### src/hw/egress_sched_pkg.sv
// Constants and types shared by the egress queue scheduling register bank
package egress_sched_pkg;

  // Register offsets on the management register port
  localparam logic [7:0] OFS_P2_Q3 = 8'hb3;
  localparam logic [7:0] OFS_P2_Q2 = 8'hb4;
  localparam logic [7:0] OFS_P2_Q1 = 8'hb5;
  localparam logic [7:0] OFS_P2_Q0 = 8'hb6;
  localparam logic [7:0] OFS_P3_Q3 = 8'hb7;
  localparam logic [7:0] OFS_P3_Q2 = 8'hb8;
  localparam logic [7:0] OFS_P3_Q1 = 8'hb9;
  localparam logic [7:0] OFS_P3_Q0 = 8'hba;
  localparam logic [7:0] OFS_FIRST = OFS_P2_Q3;
  localparam logic [7:0] OFS_LAST = OFS_P3_Q0;
  localparam int NUM_SCHED_REGS = 8;

  // Field layout of each queue register
  localparam int SEL_BIT = 7;
  localparam logic SEL_RESET = 1'b1;
  localparam logic [7:0] READ_UNMAPPED = 8'h00;

  // Fixed weights held in the read-only low field, by queue number
  localparam logic [6:0] WEIGHT_Q3 = 7'h08;
  localparam logic [6:0] WEIGHT_Q2 = 7'h04;
  localparam logic [6:0] WEIGHT_Q1 = 7'h02;
  localparam logic [6:0] WEIGHT_Q0 = 7'h01;

  // Weights used when a port runs two queues (queue 1 high, queue 0 low)
  localparam logic [6:0] WEIGHT2_HI = 7'h02;
  localparam logic [6:0] WEIGHT2_LO = 7'h01;
  localparam logic [3:0] LANES_FOUR = 4'hf;
  localparam logic [3:0] LANES_TWO = 4'h3;

  // Scheduling discipline of one port
  typedef enum logic [1:0] {
    MODE_STRICT = 2'b01,
    MODE_WEIGHTED = 2'b10
  } mode_t;

  // Read-only weight field for a queue number
  function automatic logic [6:0] weight_of(input logic [1:0] queue);
    logic [6:0] w;
    case (queue)
      2'h3: w = WEIGHT_Q3;
      2'h2: w = WEIGHT_Q2;
      2'h1: w = WEIGHT_Q1;
      default: w = WEIGHT_Q0;
    endcase
    return w;
  endfunction

endpackage

### src/hw/egress_port_sched.sv
// Transmit queue selector for one egress port: strict or weighted service
`timescale 1ns/1ps
`default_nettype none

module egress_port_sched #(
  parameter int CREDIT_W = 4
) (
  // Clock and reset
  input wire logic sys_clk,
  input wire logic rst_n,
  // Configuration
  input wire logic [3:0] sel_bits,
  input wire logic strict_global,
  input wire logic two_queue,
  // Queue side
  input wire logic [3:0] queue_pending,
  input wire logic frame_done,
  output logic [1:0] queue_sel_reg,
  output logic sel_valid_reg,
  output logic weighted_reg
);

  egress_sched_pkg::mode_t mode;
  logic [CREDIT_W-1:0] credit_reg [4];
  logic [CREDIT_W-1:0] credit_next [4];
  logic [CREDIT_W-1:0] weight [4];
  logic [CREDIT_W-1:0] base;
  logic [CREDIT_W-1:0] q3_credit;
  logic [3:0] lanes;
  logic [3:0] has_credit;
  logic [3:0] eligible;
  logic need_reload;
  logic [1:0] queue_sel_next;
  logic sel_valid_next;

  // Strict only when every select bit and the global bit are clear
  always_comb
  begin
    if (sel_bits == 4'h0 && !strict_global)
      mode = egress_sched_pkg::MODE_STRICT;
    else
      mode = egress_sched_pkg::MODE_WEIGHTED;
  end

  // Per-queue weight table for the current queue count
  always_comb
  begin
    for (int i = 0; i < 4; i++)
      weight[i] = CREDIT_W'(egress_sched_pkg::weight_of(2'(i)));
    lanes = egress_sched_pkg::LANES_FOUR;
    if (two_queue)
    begin
      weight[3] = '0;
      weight[2] = '0;
      weight[1] = CREDIT_W'(egress_sched_pkg::WEIGHT2_HI);
      weight[0] = CREDIT_W'(egress_sched_pkg::WEIGHT2_LO);
      lanes = egress_sched_pkg::LANES_TWO;
    end
  end

  // Pick highest eligible queue; refill credits when all pending are spent
  always_comb
  begin
    for (int i = 0; i < 4; i++)
      has_credit[i] = (credit_reg[i] != '0);
    eligible = queue_pending & lanes;
    need_reload = 1'b0;
    if (mode == egress_sched_pkg::MODE_WEIGHTED)
    begin
      need_reload = (eligible != 4'h0) && ((eligible & has_credit) == 4'h0);
      if (!need_reload)
        eligible = eligible & has_credit;
    end
    queue_sel_next = 2'h0;
    sel_valid_next = (eligible != 4'h0);
    for (int i = 0; i < 4; i++)
      if (eligible[i])
        queue_sel_next = 2'(i);
  end

  // Credit bookkeeping: spend one per finished frame
  always_comb
  begin
    base = '0;
    for (int i = 0; i < 4; i++)
      credit_next[i] = credit_reg[i];
    if (mode == egress_sched_pkg::MODE_STRICT)
    begin
      for (int i = 0; i < 4; i++)
        credit_next[i] = weight[i];
    end
    else if (frame_done && sel_valid_reg)
    begin
      if (need_reload)
        for (int i = 0; i < 4; i++)
          credit_next[i] = weight[i];
      base = credit_next[queue_sel_reg];
      if (base != '0)
        credit_next[queue_sel_reg] = base - CREDIT_W'(1);
    end
  end

  assign q3_credit = credit_reg[3];

  // Registers
  always_ff @(posedge sys_clk or negedge rst_n)
  begin
    if (!rst_n)
    begin
      for (int i = 0; i < 4; i++)
        credit_reg[i] <= '0;
      queue_sel_reg <= 2'h0;
      sel_valid_reg <= 1'b0;
      weighted_reg <= 1'b0;
    end
    else
    begin
      for (int i = 0; i < 4; i++)
        credit_reg[i] <= credit_next[i];
      queue_sel_reg <= queue_sel_next;
      sel_valid_reg <= sel_valid_next;
      weighted_reg <= (mode == egress_sched_pkg::MODE_WEIGHTED);
    end
  end

  property p_strict_top;
    @(posedge sys_clk) disable iff (!rst_n)
    (mode == egress_sched_pkg::MODE_STRICT && queue_pending[3] && !two_queue)
      |=> (sel_valid_reg && queue_sel_reg == 2'h3);
  endproperty
  a_strict_top: assert property (p_strict_top)
    else $error("strict mode did not pick queue 3");

  property p_two_lane;
    @(posedge sys_clk) disable iff (!rst_n)
    (two_queue && queue_pending[3:2] != 2'h0) |=> (!sel_valid_reg || queue_sel_reg <= 2'h1);
  endproperty
  a_two_lane: assert property (p_two_lane)
    else $error("two-queue port served queue 2 or 3");

  property p_credit_spend;
    @(posedge sys_clk) disable iff (!rst_n)
    (mode == egress_sched_pkg::MODE_WEIGHTED && !two_queue && frame_done && sel_valid_reg
      && queue_sel_reg == 2'h3 && queue_pending[3] && q3_credit > 4'h1)
      |=> (q3_credit == $past(q3_credit) - 4'h1);
  endproperty
  a_credit_spend: assert property (p_credit_spend)
    else $error("queue 3 credit not spent by one");

  property p_reload_eight;
    @(posedge sys_clk) disable iff (!rst_n)
    (mode == egress_sched_pkg::MODE_STRICT && !two_queue) |=> (q3_credit == 4'h8);
  endproperty
  a_reload_eight: assert property (p_reload_eight)
    else $error("queue 3 weight is not 8");

endmodule
`default_nettype wire

### src/hw/egress_queue_sched_select.sv
// Egress queue scheduling register bank for ports 2 and 3
//
// How it works
// - All selects clear, global bit clear: strict
// - All selects set, four queues: 8:4:2:1
// - All selects set, two queues: 2:1
// - Select is bit 7, read/write, resets 1
// - Low seven bits read fixed weights
// - Port 3 queue 0 select at 0xba
`timescale 1ns/1ps
`default_nettype none

module egress_queue_sched_select #(
  parameter int CREDIT_W = 4
) (
  // Clock and reset
  input wire logic sys_clk,
  input wire logic rst_n,
  // Management register port
  input wire logic [7:0] reg_addr,
  input wire logic reg_wr_en,
  input wire logic [7:0] reg_wdata,
  input wire logic reg_rd_en,
  output logic [7:0] reg_rdata,
  output logic reg_rd_valid,
  // Global scheduling controls
  input wire logic strict_global,
  input wire logic p2_two_queue,
  input wire logic p3_two_queue,
  // Port 2 queue side
  input wire logic [3:0] p2_queue_pending,
  input wire logic p2_frame_done,
  output logic [1:0] p2_queue_sel,
  output logic p2_sel_valid,
  output logic p2_weighted,
  // Port 3 queue side
  input wire logic [3:0] p3_queue_pending,
  input wire logic p3_frame_done,
  output logic [1:0] p3_queue_sel,
  output logic p3_sel_valid,
  output logic p3_weighted
);

  localparam int IDX_W = 3;

  logic [egress_sched_pkg::NUM_SCHED_REGS-1:0] sel_reg;
  logic [egress_sched_pkg::NUM_SCHED_REGS-1:0] sel_next;
  logic [7:0] rdata_reg;
  logic [7:0] rdata_next;
  logic rd_valid_reg;
  logic rd_valid_next;
  logic addr_hit;
  logic [IDX_W-1:0] addr_idx;
  logic [7:0] addr_off;
  logic wdata_sel;
  logic [3:0] p2_sel_bits;
  logic [3:0] p3_sel_bits;

  // Decode the offset into one of the eight queue registers
  always_comb
  begin
    addr_off = reg_addr - egress_sched_pkg::OFS_FIRST;
    addr_hit = (reg_addr >= egress_sched_pkg::OFS_FIRST)
      && (reg_addr <= egress_sched_pkg::OFS_LAST);
    addr_idx = addr_off[IDX_W-1:0];
  end

  assign wdata_sel = reg_wdata[egress_sched_pkg::SEL_BIT];

  // Only the select bit takes writes; the weight field ignores them
  always_comb
  begin
    sel_next = sel_reg;
    if (reg_wr_en && addr_hit)
      sel_next[addr_idx] = wdata_sel;
  end

  // Read data: select bit on top, fixed weight below, zero when unmapped
  always_comb
  begin
    rdata_next = rdata_reg;
    rd_valid_next = reg_rd_en;
    if (reg_rd_en)
    begin
      if (addr_hit)
      begin
        rdata_next = {sel_reg[addr_idx],
          egress_sched_pkg::weight_of(~addr_idx[1:0])};
      end
      else
        rdata_next = egress_sched_pkg::READ_UNMAPPED;
    end
  end

  // Register state
  always_ff @(posedge sys_clk or negedge rst_n)
  begin
    if (!rst_n)
    begin
      sel_reg <= {egress_sched_pkg::NUM_SCHED_REGS{egress_sched_pkg::SEL_RESET}};
      rdata_reg <= 8'h00;
      rd_valid_reg <= 1'b0;
    end
    else
    begin
      sel_reg <= sel_next;
      rdata_reg <= rdata_next;
      rd_valid_reg <= rd_valid_next;
    end
  end

  assign reg_rdata = rdata_reg;
  assign reg_rd_valid = rd_valid_reg;

  // Select bits by queue number; index 0 of each port holds queue 3
  assign p2_sel_bits = {sel_reg[0], sel_reg[1], sel_reg[2], sel_reg[3]};
  assign p3_sel_bits = {sel_reg[4], sel_reg[5], sel_reg[6], sel_reg[7]};

  // Port 2 selector
  egress_port_sched #(
    .CREDIT_W(CREDIT_W)
  ) u_port2 (
    .sys_clk(sys_clk),
    .rst_n(rst_n),
    .sel_bits(p2_sel_bits),
    .strict_global(strict_global),
    .two_queue(p2_two_queue),
    .queue_pending(p2_queue_pending),
    .frame_done(p2_frame_done),
    .queue_sel_reg(p2_queue_sel),
    .sel_valid_reg(p2_sel_valid),
    .weighted_reg(p2_weighted)
  );

  // Port 3 selector
  egress_port_sched #(
    .CREDIT_W(CREDIT_W)
  ) u_port3 (
    .sys_clk(sys_clk),
    .rst_n(rst_n),
    .sel_bits(p3_sel_bits),
    .strict_global(strict_global),
    .two_queue(p3_two_queue),
    .queue_pending(p3_queue_pending),
    .frame_done(p3_frame_done),
    .queue_sel_reg(p3_queue_sel),
    .sel_valid_reg(p3_sel_valid),
    .weighted_reg(p3_weighted)
  );

  property p_sel_write;
    @(posedge sys_clk) disable iff (!rst_n)
    (reg_wr_en && reg_addr == egress_sched_pkg::OFS_P2_Q1)
      |=> (sel_reg[2] == $past(wdata_sel));
  endproperty
  a_sel_write: assert property (p_sel_write)
    else $error("select bit write not stored");

  property p_sel_readback;
    @(posedge sys_clk) disable iff (!rst_n)
    (reg_wr_en && reg_addr == egress_sched_pkg::OFS_P2_Q3 && !reg_rd_en)
      ##1 (reg_rd_en && reg_addr == egress_sched_pkg::OFS_P2_Q3 && !reg_wr_en)
      |=> (reg_rd_valid && reg_rdata[7] == $past(wdata_sel, 2));
  endproperty
  a_sel_readback: assert property (p_sel_readback)
    else $error("select bit read back wrong");

  property p_weight_q3;
    @(posedge sys_clk) disable iff (!rst_n)
    (reg_rd_en && reg_addr == egress_sched_pkg::OFS_P3_Q3)
      |=> (reg_rdata[6:0] == egress_sched_pkg::WEIGHT_Q3);
  endproperty
  a_weight_q3: assert property (p_weight_q3)
    else $error("queue 3 weight field not 8");

  property p_weight_q0;
    @(posedge sys_clk) disable iff (!rst_n)
    (reg_rd_en && reg_addr == egress_sched_pkg::OFS_P2_Q0)
      |=> (reg_rdata[6:0] == egress_sched_pkg::WEIGHT_Q0);
  endproperty
  a_weight_q0: assert property (p_weight_q0)
    else $error("queue 0 weight field not 1");

  property p_unmapped;
    @(posedge sys_clk) disable iff (!rst_n)
    (reg_rd_en && reg_addr == 8'hbb) |=> (reg_rdata == 8'h00);
  endproperty
  a_unmapped: assert property (p_unmapped)
    else $error("unmapped read not zero");

  property p_p3_q0_clears;
    @(posedge sys_clk) disable iff (!rst_n)
    (reg_wr_en && reg_addr == egress_sched_pkg::OFS_P3_Q0 && !wdata_sel)
      |=> ##1 !p3_weighted || strict_global || p3_sel_bits != 4'h0;
  endproperty
  a_p3_q0_clears: assert property (p_p3_q0_clears)
    else $error("port 3 queue 0 select ignored");

  property p_strict_mode;
    @(posedge sys_clk) disable iff (!rst_n)
    (p2_sel_bits == 4'h0 && !strict_global) |=> !p2_weighted;
  endproperty
  a_strict_mode: assert property (p_strict_mode)
    else $error("port 2 not strict with all selects clear");

endmodule
`default_nettype wire

### config.mk
export PLATFORM = sky130hd
export DESIGN_NAME = egress_queue_sched_select
export DESIGN_NICKNAME = d
export VERILOG_FILES = /design/src/hw/egress_sched_pkg.sv /design/src/hw/egress_port_sched.sv /design/src/hw/egress_queue_sched_select.sv
export SDC_FILE = /design/constraint.sdc
export NUM_CORES = 1
export LEC_CHECK = 0
export BUFFER_PORTS_ARGS = -buffer_cell sky130_fd_sc_hd__clkbuf_2
export CELL_PAD_IN_SITES_DETAIL_PLACEMENT = 1
export CELL_PAD_IN_SITES_GLOBAL_PLACEMENT = 2
export CORE_ASPECT_RATIO = 1.4
export CORE_MARGIN = 4
export CORE_UTILIZATION = 36
export CTS_CLUSTER_DIAMETER = 100
export DETAILED_ROUTE_END_ITERATION = 12
export PLACE_DENSITY = 0.91
export SYNTH_ARGS = -nofsm -noshare
export SYNTH_HDL_FRONTEND = slang
export SYNTH_SLANG_ARGS = --single-unit
### constraint.sdc
create_clock -name sys_clk -period 4.2 [get_ports sys_clk]
set_clock_uncertainty 0.05 [all_clocks]
set_input_delay 0.42 -clock sys_clk [delete_from_list [all_inputs] [get_ports sys_clk]]
set_output_delay 0.42 -clock sys_clk [all_outputs]
set_load 0.05 [all_outputs]
==> run metrics <==
outcome complete, no violations; Netlist cell types 74; CP cell instances o41ai_1 > o311a_1 > and3_1 > o32ai_1 > nor4_1 > or2_2 > a22oi_1; VDD IR max 171.3 uV; CTS Hold Bufs 0; diode count 0; Routed WL ~10 mm; die extent in x between 90 and 100 um; Worst slew margin around 40%; H-Tree Depth 2; Placeable Area 0.009564 mm^2; HP Class input pin to asynchronous set/reset pin; fin crit period between 3000 and 4000 ps; internal power roughly 930 uW; crit path kind register to register; Placed Cells incl. Taps about 540; CP bufs+invs 0; ratio of cells with drive above 1 in the final layout a little under a quarter; Max Slew Vio Count 0; crit path DAT approximately 3400 ps; highest-count cells in the layout ignoring fill and taps dfrtp_1, clkbuf_2, nand2_1; Achievable Freq 304.9 MHz; final std cells w/o fill 550; combinational power share a little under a third; final layout net count 456; Static Leak 0.001665 uW; synthesized cell area 0.003548 mm^2; Critical Path Slowest Stage Cell nor4_1; IO Count 50; clock share of power between 20% and 30%; slew of the pin with the lowest slew margin roughly 900 ps; vias in the first global route about 3300; clock latency at the later pin of the worst-skew pair roughly 300 ps; die height around 130 um; P&R area growth vs syn 11.28%; clk buf depth 2; drt pass-1 iters 5; Tcrit/Tclk final 78.08%; CTS tree yes; post-DP HPWL 7.625 mm; via count between 3000 and 4000; DRC 0; final core utilization 41.29%; top-area cell type share of the netlist area between 30% and 40%; Worst path max stage delay 680 ps; first-pass GRT wire length approximately 17 mm; CP required ~4300 ps; row count 42; Die ar. approximately 0.012 mm^2; Syn Area/Cell approximately 9.2 um^2; pin count of the biggest net entering global routing between 50 and 60; clock sink count 54; EDFF count, synth 0; cell accounting for the most synthesized area dfrtp_1; Max Cap Viol 0; clock-pin slew on the worst setup and hold paths about 70 ps; Post CTS Setup Buffer Count 0; clk root buf clkbuf_16; synthesized flop and latch total 54; total global-route track usage about 18%; Startpoint Class register; RePlAce Congestion between 0.8 and 0.9; Final Setup Violations 0; Seq pwr share 41.6%; Async SR Flop Fraction between 90% and 100%; Final TNS setup 0 ps; initial antenna violation count 0; DR iter-0 viols 95; PwrDens between 300 and 400 mW/mm^2; RSZ-0062 raised after global routing no; Antenna Violating Nets Remaining 0; Synth warnings 0; Setup crit end kind register; I/O Buffers 39; most common cell after layout, fill and taps aside dfrtp_1; Switching Power ~530 uW; dominant cells by area after synthesis dfrtp_1, dfstp_2, mux2_2, nand2_1, o21ai_0; Mapped Cells 385; switching part of the total power around 36%; CP top delay family simple AND/OR/NAND/NOR gates; total gr overflow 0; CTS resizes 0; Num CTS Buffers 5; Final Hold Viols 0; Top FF cell, synth dfrtp_1; crit-path max FO 14; Initial Utilization between 30% and 40%; Vias/cell ~5.8; WL/cell approximately 18 um; register area share after synthesis about two fifths
layer usage:
layer	vias up	GRT usage [%]	wire, um
li1	1500	-	-
met1	1607	20.77	4067
met2	66	32.57	5352
met3	20	2.163	254
met4	0	6.912	304
met5	-	0	0
cell families after synthesis:
group | count (synthesis) | share of synthesized area, %
simple gates | 128 | 18.44
other cells | 1 | 0.1057
flops | 54 | 38.36
compound gates | 126 | 24.58
buf+inv | 41 | 6.276
xor+xnor | 4 | 0.9875
fa+ha+maj | 5 | 1.763
mux | 26 | 9.485
path summary, 6_finish.rpt:
check,slack (ps),cells after the start,startpoint,to
worst max-delay path,920,7,u_port3.credit_reg[14]$_DFFE_PN0P_,u_port3.credit_reg[12]$_DFFE_PN0P_
worst min-delay path,190,2,rst_n,reg_rdata[3]$_DFFE_PN0P_
worst max register to register,920,7,u_port3.credit_reg[14]$_DFFE_PN0P_,u_port3.credit_reg[12]$_DFFE_PN0P_
worst min register to register,470,1,u_port2.q3_credit[1]$_DFFE_PN0P_,u_port2.q3_credit[1]$_DFFE_PN0P_
max in group asynchronous,3420,2,rst_n,u_port3.sel_valid_reg$_DFF_PN0_
min in group sys_clk,320,2,p3_queue_pending[0],u_port3.sel_valid_reg$_DFF_PN0_
per-stage QoR:
step,hold slack [ps],cell area [um^2],worst slack [ps],total power [uW]
after CTS,238.8,3949,954.4,1475
after global placement,448.2,3810,1016,1041
after detailed placement,456.6,3810,950.8,1050
final,189.7,3949,920.6,1458
after floorplan,74.41,3556,1196,928.8
after global routing,259.6,3949,754.1,1541
power by group through the flow:
stage | sequential [uW] | combinational (uW) | clock, uW
floorplan | 623 | 306 | 0
global placement | 614 | 428 | 0
detailed placement | 616 | 434 | 0
CTS | 606 | 437 | 432
global route | 614 | 478 | 449
finish | 607 | 437 | 414
cells in the mapped netlist (4+ instances only):
cell / count
nand2b_1: 6
or3_1: 5
buf_4: 4
nor2_1: 26
mux2_2: 13
dfrtp_1: 46
nand3_1: 10
o21ai_0: 27
or4_1: 4
o211ai_1: 4
dfstp_2: 8
and3_1: 4
o2bb2ai_1: 5
nand2_1: 38
nor2b_1: 7
o22ai_1: 7
o31ai_1: 4
mux2i_1: 6
a31oi_1: 7
a21oi_1: 23
o41ai_1: 4
mux4_2: 4
a22o_1: 4
ha_1: 5
inv_1: 20
o32ai_1: 5
nor3_1: 10
clkbuf_1: 9
worst reg2reg max path, stage by stage, from the launching register on:
cell	delay (ps)
dfrtp_1	450
o41ai_1	430
o311a_1	300
and3_1	550
o32ai_1	350
nor4_1	680
or2_2	240
a22oi_1	60
area by class of cell:
cell class | instances | area, um^2
Clock buffer | 5 | 125.1
Sequential cell | 54 | 1361
Multi-Input combinational cell | 292 | 1972
Timing Repair Buffer | 44 | 232.7
Inverter | 21 | 78.83
Fill cell | 1164 | 5615
Tap cell | 132 | 165.2
Clock inverter | 2 | 13.76
(Power assumes the default switching activity.)
